==> src/rtl/cgv_pkg.sv <==
package cgv_pkg;

	// register map, page zero only
	localparam logic [7:0] CGV_PAGE_ZERO = 8'h00;
	localparam logic [7:0] CGV_GAIN_ADDR = 8'h4C;
	localparam logic [7:0] CGV_VOL_ADDR  = 8'h4D;

	// field positions and widths
	localparam int CGV_GAIN_LSB = 2;
	localparam int CGV_GAIN_W   = 6;
	localparam int CGV_VOL_W    = 8;

	// values after reset
	localparam logic [5:0] CGV_GAIN_RST = 6'h00;
	localparam logic [7:0] CGV_VOL_RST  = 8'hC9;

	// code meanings
	localparam logic [5:0] CGV_GAIN_MAX  = 6'h2A;
	localparam logic [7:0] CGV_VOL_MUTE  = 8'h00;
	localparam logic [8:0] CGV_VOL_UNITY = 9'h0C9;
	localparam logic [1:0] CGV_RSVD_ZERO = 2'h0;

	// one decode shared by the write and the read path
	function automatic logic cgv_hit(input logic [7:0] page,
		input logic [7:0] addr, input logic [7:0] target);
		cgv_hit = (page == CGV_PAGE_ZERO) && (addr == target);
	endfunction

endpackage

==> src/rtl/cgv_cfg_if.sv <==
interface cgv_cfg_if;
	import cgv_pkg::*;

	logic              ce;
	logic [5:0]        gain_code;
	logic [7:0]        vol_code;
	logic [5:0]        gain_db;
	logic              gain_rsvd;
	logic              mute;
	logic signed [8:0] vol_half_db;

	modport regs (output ce, gain_code, vol_code,
		input gain_db, gain_rsvd, mute, vol_half_db);
	modport dec (input ce, gain_code, vol_code,
		output gain_db, gain_rsvd, mute, vol_half_db);
endinterface

==> src/rtl/cgv_regs.sv <==
module cgv_regs
	import cgv_pkg::*;
(
	// clock, reset, enable
	input  wire logic        clk_in,
	input  wire logic        rst_in,
	input  wire logic        ce_in,
	// register port from the control interface
	input  wire logic [7:0]  page_in,
	input  wire logic [7:0]  addr_in,
	input  wire logic        wr_en_in,
	input  wire logic [7:0]  wr_data_in,
	input  wire logic        rd_en_in,
	output logic      [7:0]  rd_data_out,
	output logic             rd_valid_out,
	// raw codes
	output logic      [5:0]  gain_code_out,
	output logic      [7:0]  volume_code_out,
	// decoded settings for the signal path
	output logic      [5:0]  gain_db_out,
	output logic             gain_reserved_out,
	output logic             mute_out,
	output logic signed [8:0] vol_half_db_out
);

	logic [5:0] channel_four_gain_code_reg,   channel_four_gain_code_next;
	logic [7:0] channel_four_volume_code_reg, channel_four_volume_code_next;
	logic [7:0] rd_data_reg,  rd_data_next;
	logic       rd_valid_reg, rd_valid_next;
	logic       gain_hit;
	logic       vol_hit;

	cgv_cfg_if cfg ();

	// address decode shared by both paths
	assign gain_hit = cgv_hit(page_in, addr_in, CGV_GAIN_ADDR);
	assign vol_hit  = cgv_hit(page_in, addr_in, CGV_VOL_ADDR);

	// write path: only the addressed register changes
	always_comb begin
		channel_four_gain_code_next   = channel_four_gain_code_reg;
		channel_four_volume_code_next = channel_four_volume_code_reg;
		if (ce_in && wr_en_in) begin
			// reserved codes are stored as written, flagged downstream
			if (gain_hit) begin
				channel_four_gain_code_next =
					wr_data_in[7:CGV_GAIN_LSB];
			end
			if (vol_hit) begin
				channel_four_volume_code_next = wr_data_in;
			end
		end
	end

	// read path: data one cycle after the request, old value on collision
	always_comb begin
		rd_data_next  = rd_data_reg;
		rd_valid_next = rd_valid_reg;
		if (ce_in) begin
			rd_valid_next = rd_en_in;
			rd_data_next  = 8'h00; // unmapped reads as zero
			if (rd_en_in && gain_hit) begin
				rd_data_next = {channel_four_gain_code_reg,
					CGV_RSVD_ZERO};
			end else if (rd_en_in && vol_hit) begin
				rd_data_next = channel_four_volume_code_reg;
			end else if (!rd_en_in) begin
				rd_data_next = rd_data_reg; // hold last answer
			end
		end
	end

	// registers; reset gives 0 dB gain and 0 dB volume
	always_ff @(posedge clk_in) begin
		if (rst_in) begin
			channel_four_gain_code_reg   <= CGV_GAIN_RST;
			channel_four_volume_code_reg <= CGV_VOL_RST;
			rd_data_reg                  <= 8'h00;
			rd_valid_reg                 <= 1'b0;
		end else begin
			channel_four_gain_code_reg   <= channel_four_gain_code_next;
			channel_four_volume_code_reg <= channel_four_volume_code_next;
			rd_data_reg                  <= rd_data_next;
			rd_valid_reg                 <= rd_valid_next;
		end
	end

	// settings decode, one cycle behind the codes
	assign cfg.ce        = ce_in;
	assign cfg.gain_code = channel_four_gain_code_reg;
	assign cfg.vol_code  = channel_four_volume_code_reg;

	cgv_decode u_decode (
		.clk_in (clk_in),
		.rst_in (rst_in),
		.cfg    (cfg.dec)
	);

	assign rd_data_out       = rd_data_reg;
	assign rd_valid_out      = rd_valid_reg;
	assign gain_code_out     = channel_four_gain_code_reg;
	assign volume_code_out   = channel_four_volume_code_reg;
	assign gain_db_out       = cfg.gain_db;
	assign gain_reserved_out = cfg.gain_rsvd;
	assign mute_out          = cfg.mute;
	assign vol_half_db_out   = cfg.vol_half_db;

	// port checks, one cycle after each taken strobe
	gain_write_a: assert property (@(posedge clk_in)
		disable iff (rst_in)
		ce_in && wr_en_in && gain_hit
		|=> gain_code_out == $past(wr_data_in[7:2]))
		else $error("gain write not stored");

	vol_write_a: assert property (@(posedge clk_in)
		disable iff (rst_in)
		ce_in && wr_en_in && vol_hit
		|=> volume_code_out == $past(wr_data_in))
		else $error("volume write not stored");

	gain_read_a: assert property (@(posedge clk_in)
		disable iff (rst_in)
		ce_in && rd_en_in && gain_hit |=> rd_valid_out
		&& rd_data_out == {$past(gain_code_out), 2'b00})
		else $error("gain read wrong");

	vol_read_a: assert property (@(posedge clk_in)
		disable iff (rst_in)
		ce_in && rd_en_in && vol_hit
		|=> rd_data_out == $past(volume_code_out))
		else $error("volume read wrong");

	// a read of a hole or of another page answers zero
	stray_read_a: assert property (@(posedge clk_in)
		disable iff (rst_in)
		ce_in && rd_en_in && !gain_hit && !vol_hit
		|=> rd_valid_out && rd_data_out == 8'h00)
		else $error("unmapped read not zero");

	// the answer is a single-cycle pulse
	read_pulse_a: assert property (@(posedge clk_in)
		disable iff (rst_in)
		ce_in && !rd_en_in
		|=> !rd_valid_out)
		else $error("read answer longer than one cycle");

	// data stays put until the next taken read
	read_hold_a: assert property (@(posedge clk_in)
		disable iff (rst_in)
		!ce_in || !rd_en_in
		|=> $stable(rd_data_out))
		else $error("read data moved without a read");

	// no disable on these two: they watch the reset itself
	reset_vals_a: assert property (@(posedge clk_in)
		rst_in |=> gain_code_out == 6'h00 && volume_code_out == 8'hC9
			&& !rd_valid_out)
		else $error("reset values wrong");

	reset_decode_a: assert property (@(posedge clk_in)
		rst_in |=> gain_db_out == 6'h00 && !gain_reserved_out
			&& !mute_out && vol_half_db_out == 9'sd0)
		else $error("decoded reset values wrong");

	// a write lands only in the register it names
	no_cross_a: assert property (@(posedge clk_in)
		disable iff (rst_in)
		ce_in && wr_en_in && gain_hit
		|=> $stable(volume_code_out))
		else $error("gain write disturbed volume");

	vol_no_cross_a: assert property (@(posedge clk_in)
		disable iff (rst_in)
		ce_in && wr_en_in && vol_hit
		|=> $stable(gain_code_out))
		else $error("volume write disturbed gain");

	stray_write_a: assert property (@(posedge clk_in)
		disable iff (rst_in)
		ce_in && wr_en_in && !gain_hit && !vol_hit
		|=> $stable(gain_code_out) && $stable(volume_code_out))
		else $error("unmapped write changed a register");

	// enable low must freeze the codes and the answer
	freeze_a: assert property (@(posedge clk_in)
		disable iff (rst_in)
		!ce_in |=> $stable(gain_code_out) && $stable(volume_code_out)
			&& $stable(rd_valid_out))
		else $error("state moved with enable low");

	// the decoded settings freeze with the codes
	decode_freeze_a: assert property (@(posedge clk_in)
		disable iff (rst_in)
		!ce_in |=> $stable(gain_db_out) && $stable(gain_reserved_out)
			&& $stable(mute_out) && $stable(vol_half_db_out))
		else $error("decoded settings moved with enable low");

	// decoded settings trail a write by two cycles
	mute_path_a: assert property (@(posedge clk_in)
		disable iff (rst_in)
		ce_in && wr_en_in && vol_hit && wr_data_in == 8'h00
		##1 ce_in |=> mute_out)
		else $error("mute not reached after zero write");

	vol_unity_a: assert property (@(posedge clk_in)
		disable iff (rst_in)
		ce_in && volume_code_out == 8'hC9
		|=> vol_half_db_out == 9'sd0)
		else $error("code 201 is not 0 dB");

	// main scenarios; the bench reads back three cycles after a write
	gain_wr_c: cover property (@(posedge clk_in) disable iff (rst_in)
		ce_in && wr_en_in && gain_hit ##3 ce_in && rd_en_in && gain_hit);
	vol_wr_c: cover property (@(posedge clk_in) disable iff (rst_in)
		ce_in && wr_en_in && vol_hit && wr_data_in == 8'hFF);
	unmapped_c: cover property (@(posedge clk_in) disable iff (rst_in)
		ce_in && rd_en_in && !gain_hit && !vol_hit);

endmodule

==> src/rtl/cgv_decode.sv <==
module cgv_decode
	import cgv_pkg::*;
(
	// clock and reset
	input wire logic clk_in,
	input wire logic rst_in,
	// codes in, settings out
	cgv_cfg_if.dec   cfg
);

	logic [5:0]        gain_db_reg,  gain_db_next;
	logic              rsvd_reg,     rsvd_next;
	logic              mute_reg,     mute_next;
	logic signed [8:0] vol_reg,      vol_next;

	// settings from codes; one register stage for timing
	always_comb begin
		gain_db_next = gain_db_reg;
		rsvd_next    = rsvd_reg;
		mute_next    = mute_reg;
		vol_next     = vol_reg;
		if (cfg.ce) begin
			// code value is the gain in whole dB
			gain_db_next = cfg.gain_code;
			rsvd_next    = cfg.gain_code > CGV_GAIN_MAX;
			mute_next    = cfg.vol_code == CGV_VOL_MUTE;
			// half-dB steps, code 201 is unity
			vol_next = $signed({1'b0, cfg.vol_code} - CGV_VOL_UNITY);
		end
	end

	// reset mirrors register reset: 0 dB gain, 0 dB volume
	always_ff @(posedge clk_in) begin
		if (rst_in) begin
			gain_db_reg <= CGV_GAIN_RST;
			rsvd_reg    <= 1'b0;
			mute_reg    <= 1'b0;
			vol_reg     <= 9'h000;
		end else begin
			gain_db_reg <= gain_db_next;
			rsvd_reg    <= rsvd_next;
			mute_reg    <= mute_next;
			vol_reg     <= vol_next;
		end
	end

	assign cfg.gain_db     = gain_db_reg;
	assign cfg.gain_rsvd   = rsvd_reg;
	assign cfg.mute        = mute_reg;
	assign cfg.vol_half_db = vol_reg;

	mute_follow_a: assert property (@(posedge clk_in)
		disable iff (rst_in)
		cfg.ce |=> cfg.mute == ($past(cfg.vol_code) == 8'h00))
		else $error("mute does not follow volume code zero");

	vol_scale_a: assert property (@(posedge clk_in)
		disable iff (rst_in)
		cfg.ce && cfg.vol_code == 8'hFF |=> cfg.vol_half_db == 9'sd54)
		else $error("code 255 is not +27 dB");

	gain_range_a: assert property (@(posedge clk_in)
		disable iff (rst_in)
		cfg.ce |=> cfg.gain_db == $past(cfg.gain_code)
			&& cfg.gain_rsvd == ($past(cfg.gain_code) > 6'h2A))
		else $error("gain setting wrong for code");

	mute_seen_c: cover property (@(posedge clk_in) disable iff (rst_in)
		cfg.mute);
	rsvd_seen_c: cover property (@(posedge clk_in) disable iff (rst_in)
		cfg.gain_rsvd);

endmodule

==> config.mk <==
export PLATFORM = sky130hd
export DESIGN_NAME = cgv_regs
export DESIGN_NICKNAME = d
export VERILOG_FILES = /design/src/rtl/cgv_pkg.sv /design/src/rtl/cgv_cfg_if.sv /design/src/rtl/cgv_regs.sv /design/src/rtl/cgv_decode.sv
export SDC_FILE = /design/constraint.sdc
export NUM_CORES = 1
export LEC_CHECK = 0
export BUFFER_PORTS_ARGS = -buffer_cell sky130_fd_sc_hd__buf_2
export CELL_PAD_IN_SITES_DETAIL_PLACEMENT = 0
export CELL_PAD_IN_SITES_GLOBAL_PLACEMENT = 1
export CORE_AREA = 2 2 73 75
export DETAILED_ROUTE_END_ITERATION = 16
export DIE_AREA = 0 0 75 77
export PLACE_DENSITY = 0.8
export SLEW_MARGIN = 15
export SYNTH_ARGS = -nofsm -noshare
export SYNTH_HDL_FRONTEND = slang
export SYNTH_SLANG_ARGS = --single-unit
==> constraint.sdc <==
create_clock -name clk_in -period 2.2 [get_ports clk_in]
set_input_delay 0.22 -clock clk_in [delete_from_list [all_inputs] [get_ports clk_in]]
set_output_delay 0.22 -clock clk_in [all_outputs]
set_load 0.05 [all_outputs]
# Word level (Yosys, flattened, before mapping)
# Index checks and enable logic that the tools add are counted.
[classes]
div_mod_pow = 0
eq_ne = 2
mux = 3
multipliers = 0
add_sub_neg = 1
n_reduce_logical = 11
bitwise = 0
n_lt_le_gt_ge = 1
n_shift = 0
[op_table]
columns = ["op", "count"]
rows = [
  ["$mux 8", 3],
  ["$eq 8x7->1 const B", 2],
  ["$logic_not 8->1", 2],
  ["$sub 8x8->9 const B", 1],
  ["$gt 6x6->1 const B", 1],
  ["$reduce_and 2->1", 3],
  ["$logic_and 1x1->1", 5],
  ["$reduce_bool 3->1", 1],
]
[totals]
latchBits = 0
rom_bits = 0
mem_count = 0
reg_bits = 40
wordCells = 26
ramBits = 0

# Longest topological paths before layout
# Gate-level depths: netlist of the first run.
[depth]
ltp_word = 5
mapped_depth = 6
depth_no_buf = 6

# By module
# Synthesis of the first run repeated with hierarchy kept, for this count alone.
[unflattened]
cells_unflattened = 198
hier_area_um2 = 1789.2
[modules_own_cells]
columns = ["module", "cells_each", "instances", "area_per_inst_um2"]
rows = [
  ["cgv_regs", 110, 1, 999.7],
  ["cgv_decode", 88, 1, 789.5],
]

# Least setup slack after synthesis of the first run
# Ideal clock, no wire load.
[synth_path]
path_type = "reg-to-reg"
from = "reg channel_four_volume_code_reg[0] (netlist: volume_code_out[0])"
to = "reg u_decode.vol_reg[6] (netlist: u_decode.cfg.vol_half_db[6])"
setup_slack_ns = 0.480
path_stages_with_launch = 7
t_arrival_ns = 1.632
setup_time_ns = 0.087
path_cell_list = "dfxtp_1 > inv_1 > ha_1 > nand2b_1 > a21boi_0 > xor2_1 > o31ai_1"
[synth_via]
elab_chain_len = 1
[synth_lines]
columns = ["element", "line", "text"]
rows = [
  ["start, declared", "cgv_regs.sv:27", "logic [7:0] channel_four_volume_code_reg, channel_four_volume_code_next;"],
  ["start signal, assigned", "cgv_regs.sv:82", "channel_four_volume_code_reg <= channel_four_volume_code_next;"],
  ["$sub 8x8->9", "cgv_decode.sv:28", "vol_next = $signed({1'b0, cfg.vol_code} - CGV_VOL_UNITY);"],
  ["end signal, assigned", "cgv_decode.sv:43", "vol_reg <= vol_next;"],
  ["end, declared", "cgv_decode.sv:14", "logic signed [8:0] vol_reg, vol_next;"],
]
# Every way passes these cells.
# A chain may end at the register's enable or synchronous reset.

# Worst setup path after layout of the first run
# Ends and elaborated chain as after synthesis.

==> results.sh, run 1 <==
export IMPL_layout_drive_gt1_share_pct=29.41
export IMPL_worstPathArrival_ns=1.73
export IMPL_worstSetupPathType="reg -> reg"
export IMPL_critical_path_max_fanout=5
export IMPL_slew_viol_final=0
export IMPL_final_setup_tns_ns=0
export IMPL_htreeDepth=2
export IMPL_synth_edf_count=0
export IMPL_antenna_found_initial=0
export IMPL_cts_root_buf="clkbuf_8"
export IMPL_async_reset_ff_share_pct=0
export IMPL_synthFlopType="dfxtp_1"
export IMPL_cts_resized=0
export IMPL_yosys_warnings=0
export IMPL_crit_required_ns=2.40
export IMPL_setup_viol=0
export IMPL_fp_dieW_um=75
export IMPL_grt_overflow_total=0
export IMPL_maxCapViolCount=0
export IMPL_grt_max_degree=31
export IMPL_hold_path_class="in -> reg"
export IMPL_clock_sinks=40
export IMPL_via_per_inst=5.228
export IMPL_min_period_over_period_pct=69.39
export IMPL_first_pass_iters=4
export IMPL_io_buffers=68
export IMPL_end_kind="register"
export IMPL_numCtsBuffers=5
export IMPL_worst_slew_pin_slew_ns=0.5244
export IMPL_synthCells=208
export IMPL_io_pins=69
export IMPL_yosysSeqAreaShare_pct=44.54
export IMPL_finalHoldViolations=0
export IMPL_clk_pin_slew_ns=0.07
export IMPL_largest_reg_flops=9
export IMPL_drtAntennaViolNets=0
export IMPL_wl_um=4890
export IMPL_powerDensity_nw_per_um2=621.4
export IMPL_diodes=0
export IMPL_max_freq_mhz=655.1
export IMPL_ys_types=35
export IMPL_timing_final_ws_setup_ns=0.6735
export IMPL_n_fill_cell=510
export IMPL_die_h_um=77
export IMPL_status="complete, no violations"
export IMPL_syn_area_um2=1798
export IMPL_synthToLayoutAreaGrowth_pct=25.33
export IMPL_grt_usage_pct=17.76
export IMPL_grt_setup_unrepaired="false"
export IMPL_cts_tree="built"
export IMPL_finalClockSkew_ns=0.003239
export IMPL_clockBufferDepth=2
export IMPL_hold_buffers=0
export IMPL_vias=1788
export IMPL_gp_congestion=0.7744
export IMPL_dieArea_um2=5775
export IMPL_grt_pass1_vias=1623
export IMPL_power_leakage_uw=0.0009345
export IMPL_vdd_drop_max_mv=0.2647
export IMPL_place_ws_ns=0.4813
export IMPL_total_power_uw=1400
export IMPL_relSlewSlack_pct=65.04
export IMPL_worstSetupStartpointType="register"
export IMPL_grt_pass1_wl_um=7948
export IMPL_fin_nets=302
export IMPL_fin_crit_ns=1.527
export IMPL_drt_iter0_markers=66
export IMPL_ys_ff_latch=40
export IMPL_syn_avg_cell_area_um2=8.644
export IMPL_cts_setup_buffers=0
export IMPL_core_area_um2=4977
export IMPL_wl_per_cell_um=14.30
export IMPL_rows=26
export IMPL_floorplan_initialDensity_pct=36.12
export IMPL_route_detailed_drc=0
export IMPL_syn_nets=239
export IMPL_dpl_hpwl_um=3640
export IMPL_clock_latency_ns=0.28
## metrics by stage
step / utilization, % / hold WS [ns] / cells / instance area [um^2]
2_1_floorplan: - / 0.3719 / 208 / 1798
3_3_place_gp: 43.46 / 0.4448 / 334 / 2163
3_5_place_dp: 43.46 / 0.4458 / 334 / 2163
4_1_cts: 45.27 / 0.1807 / 342 / 2253
5_1_grt: 45.27 / 0.1913 / 342 / 2253
6_report: 45.27 / 0.1912 / 342 / 2253
## power breakdown
part	internal, uW	total (uW)	switching [uW]
combinational	46.5	164	118
sequential	736	742	6.09
clock	256	494	238
total	1040	1400	362
## critical path, stage by stage, from the launching register on
cell	delay, ns
dfxtp_1	0.44
inv_1	0.11
ha_1	0.22
nand2b_1	0.12
a21boi_0	0.17
xor2_1	0.19
o31ai_1	0.20
## worst paths after layout
path,start,endpoint,slack [ns],cells past startpoint
worst max-delay path,volume_code_out[0],u_decode.cfg.vol_half_db[6],0.67,6
worst min-delay path,wr_data_in[1],volume_code_out[1],0.19,3
worst max register to register,volume_code_out[0],u_decode.cfg.vol_half_db[6],0.67,6
worst min register to register,rd_data_out[1],rd_data_out[1],0.45,2
## cell families after synthesis
group                      Yosys count  synth area share (%)
muxes                                6                 3.340
buffers and inverters               20                 5.775
AOI/OAI and AO/OA                   63                 19.62
DFF                                 40                 44.54
adders and majority gates            2                 1.392
and+or+nand+nor                     75                 24.36
xor gates and xnor gates             2                0.9744
## cells in the mapped netlist (3+ instances only)
cell / n / area share [%]
nor3_1: 3 / 0.83
o21ai_0: 18 / 5.0
nor2_1: 17 / 3.5
nand2b_1: 3 / 1.0
a21oi_1: 31 / 8.6
buf_2: 5 / 1.4
mux2i_1: 6 / 3.3
nand4_1: 20 / 7.0
inv_1: 4 / 0.83
dfxtp_1: 40 / 45
nand3_1: 12 / 3.3
nand2_1: 7 / 1.5
o31ai_1: 6 / 2.5
clkbuf_1: 7 / 1.5
## cells in the final DEF, fill, tap and decap left out, types with 7 or more instances in the layout
cell type / instances
nand4_1: 20
nor2_1: 17
buf_2: 68
a21oi_1: 31
o21ai_0: 18
nand2_1: 7
nand3_1: 12
dfxtp_1: 40
## layout make-up
class | count | area [um^2] | share of cell area, %
multi-input combinational | 148 | 893.4 | 39.64
clock buffer | 8 | 90.09 | 3.998
timing repair buffer | 71 | 362.8 | 16.10
tap | 70 | 87.58 | 3.887
sequential | 40 | 800.8 | 35.54
inverter | 5 | 18.77 | 0.8329
## metal layers
metal	part of all wire [%]	GRT usage, %	vias to the layer above	wire length [um]
li1	-	-	895	-
met4	1.2	5.536	0	61
met2	48	27.54	51	2349
met5	0	0	-	0
met1	46	23.82	837	2236
met3	4.9	4.599	5	241
(Power assumes the default switching activity.)
==> inputs of run 2 (changes only) <==
Settings changed: CORE_AREA 2 2 73 75 to 2 2 80 82, DIE_AREA 0 0 75 77 to 0 0 82 84, PLACE_DENSITY 0.8 to 0.7.
Clock period 2.2 ns to 1.4 ns, I/O delays scaled along.
==> run 2 against run 1 <==
- non-clock buffer count is 14 higher
- count of clock-buffer cells in the layout decreased by 2
- fmax rose by 19%
- clock skew about the same
- setup slack lost 0.55 ns
- critical path type unchanged
- critical endpoint unchanged
- largest cell class unchanged
==> results.sh, run 2 (synthesis gave the netlist of run 1 again) <==
export IMPL_route_detailed_drc=0
export IMPL_startpoint="volume_code_out[1]"
export IMPL_rows=29
export IMPL_grt_usage_pct=16.11
export IMPL_final_setup_tns_ns=0
export IMPL_slew_viol_final=0
export IMPL_dieArea_um2=6888
export IMPL_floorplan_initialDensity_pct=29.50
export IMPL_clockBufferDepth=2
export IMPL_cts_root_buf="clkbuf_8"
export IMPL_worst_slew_pin_slew_ns=0.4424
export IMPL_wl_per_cell_um=14.75
export IMPL_clock_latency_ns=0.29
export IMPL_power_leakage_uw=0.001018
export IMPL_end_kind="register"
export IMPL_fp_dieW_um=82
export IMPL_synthToLayoutAreaGrowth_pct=34.45
export IMPL_worstPathArrival_ns=1.49
export IMPL_finalHoldViolations=0
export IMPL_vias=1838
export IMPL_worstSetupStartpointType="register"
export IMPL_status="complete, no violations"
export IMPL_final_area_um2=2417
export IMPL_drtAntennaViolNets=0
export IMPL_critical_path_max_fanout=4
export IMPL_n_fill_cell=666
export IMPL_path_cells="inv_2 > ha_4 > nand2b_4 > a21boi_1 > buf_4 > xor2_1 > o31ai_1"
export IMPL_final_cell_mix="buf_2, dfxtp_1, a21oi_1, nand4_1"
export IMPL_powerDensity_nw_per_um2=915.6
export IMPL_antenna_found_initial=0
export IMPL_hold_buffers=0
export IMPL_min_from="wr_data_in[1]"
export IMPL_numCtsBuffers=5
export IMPL_min_period_over_period_pct=91.30
export IMPL_clock_sinks=40
export IMPL_largest_reg_flops=9
export IMPL_drt_iter0_markers=119
export IMPL_via_per_inst=5.063
export IMPL_setup_viol=0
export IMPL_max_freq_mhz=782.4
export IMPL_worstReg2RegStart="volume_code_out[1]"
export IMPL_dpl_hpwl_um=3994
export IMPL_grt_max_degree=20
export IMPL_relSlewSlack_pct=70.44
export IMPL_postPlaceCellArea_um2=2297
export IMPL_slowest_stage="dfxtp_4"
export IMPL_vdd_drop_max_mv=0.3292
export IMPL_first_pass_iters=5
export IMPL_worstSetupPathType="reg -> reg"
export IMPL_cts_tree="built"
export IMPL_grt_setup_unrepaired="false"
export IMPL_clk_pin_slew_ns=0.08
export IMPL_hold_path_class="in -> reg"
export IMPL_grt_overflow_total=0
export IMPL_io_buffers=68
export IMPL_htreeDepth=2
export IMPL_die_h_um=84
export IMPL_max_stage_delay_ns=0.37
export IMPL_grt_pass1_vias=1700
export IMPL_gp_congestion=0.7573
export IMPL_io_pins=69
export IMPL_crit_required_ns=1.61
export IMPL_cts_setup_buffers=0
export IMPL_finalClockSkew_ns=0.003693
export IMPL_core_area_um2=6096
export IMPL_diodes=0
export IMPL_fin_nets=316
export IMPL_fin_crit_ns=1.278
export IMPL_maxCapViolCount=0
export IMPL_layout_commonest_cell="buf_2"
export IMPL_layout_drive_gt1_share_pct=36.71
export IMPL_cts_resized=0
export IMPL_wl_um=5356
export IMPL_grt_pass1_wl_um=8562
==> run 2: final cells by class <==
type,instances,area [um^2],area share (%)
well taps,77,96.34,3.986
flip-flops and latches,40,810.8,33.54
multi-input cells,148,918.4,37.99
clock buffers,6,82.58,3.416
inverters,5,18.77,0.7764
clock inverters,2,10.01,0.4141
repair buffers,85,480.5,19.88
==> run 2: path summary, 6_finish.rpt <==
kind                                      end  slack, ns  cells after the start
setup / recovery  u_decode.cfg.vol_half_db[6]       0.12                      7
setup reg to reg  u_decode.cfg.vol_half_db[6]       0.12                      7
hold / removal             volume_code_out[1]       0.10                      3
hold reg to reg                rd_data_out[0]       0.46                      2
==> run 2: report_power, final <==
| group | internal, uW | switching (uW) |
|---|---|---|
| Clock | 393 | 393 |
| Combinational | 76.7 | 188 |
| Sequential | 1150 | 9.58 |
| Total | 1620 | 591 |
==> run 2: metrics by stage <==
| step | cells | hold WS [ns] | total power (uW) | worst slack [ns] | utilization [%] |
|---|---|---|---|---|---|
| global route | 363 | 0.1016 | 2331 | 0.01108 | 39.66 |
| floorplan | 208 | 0.2868 | 1352 | -0.06748 | - |
| global placement | 355 | 0.4152 | 1457 | 0.02940 | 37.68 |
| finish | 363 | 0.1042 | 2213 | 0.1218 | 39.66 |
| detailed placement | 355 | 0.4095 | 1458 | 0.008747 | 37.68 |
| CTS | 363 | 0.09752 | 2247 | 0.04557 | 39.20 |
==> run 2: worst max-delay path, delay by kind of cell (launching register included) <==
| family | cells | cell delay, ns |
|---|---|---|
| AO/OA/AOI/OAI | 2 | 0.29 |
| adder cells (fa/ha/maj) | 1 | 0.16 |
| buffers and inverters | 2 | 0.19 |
| flip-flops | 1 | 0.37 |
| AND/OR/NAND/NOR | 1 | 0.06 |
| XOR/XNOR | 1 | 0.13 |
==> run 2: metal layers <==
metal  vias to the layer above  track usage (%)  share of wire [%]
li1                        927                -                  -
met1                       843            22.73                 46
met2                        62            23.65                 46
met3                         6            4.437                6.6
met4                         0            4.848                1.2
met5                         -                0                  0
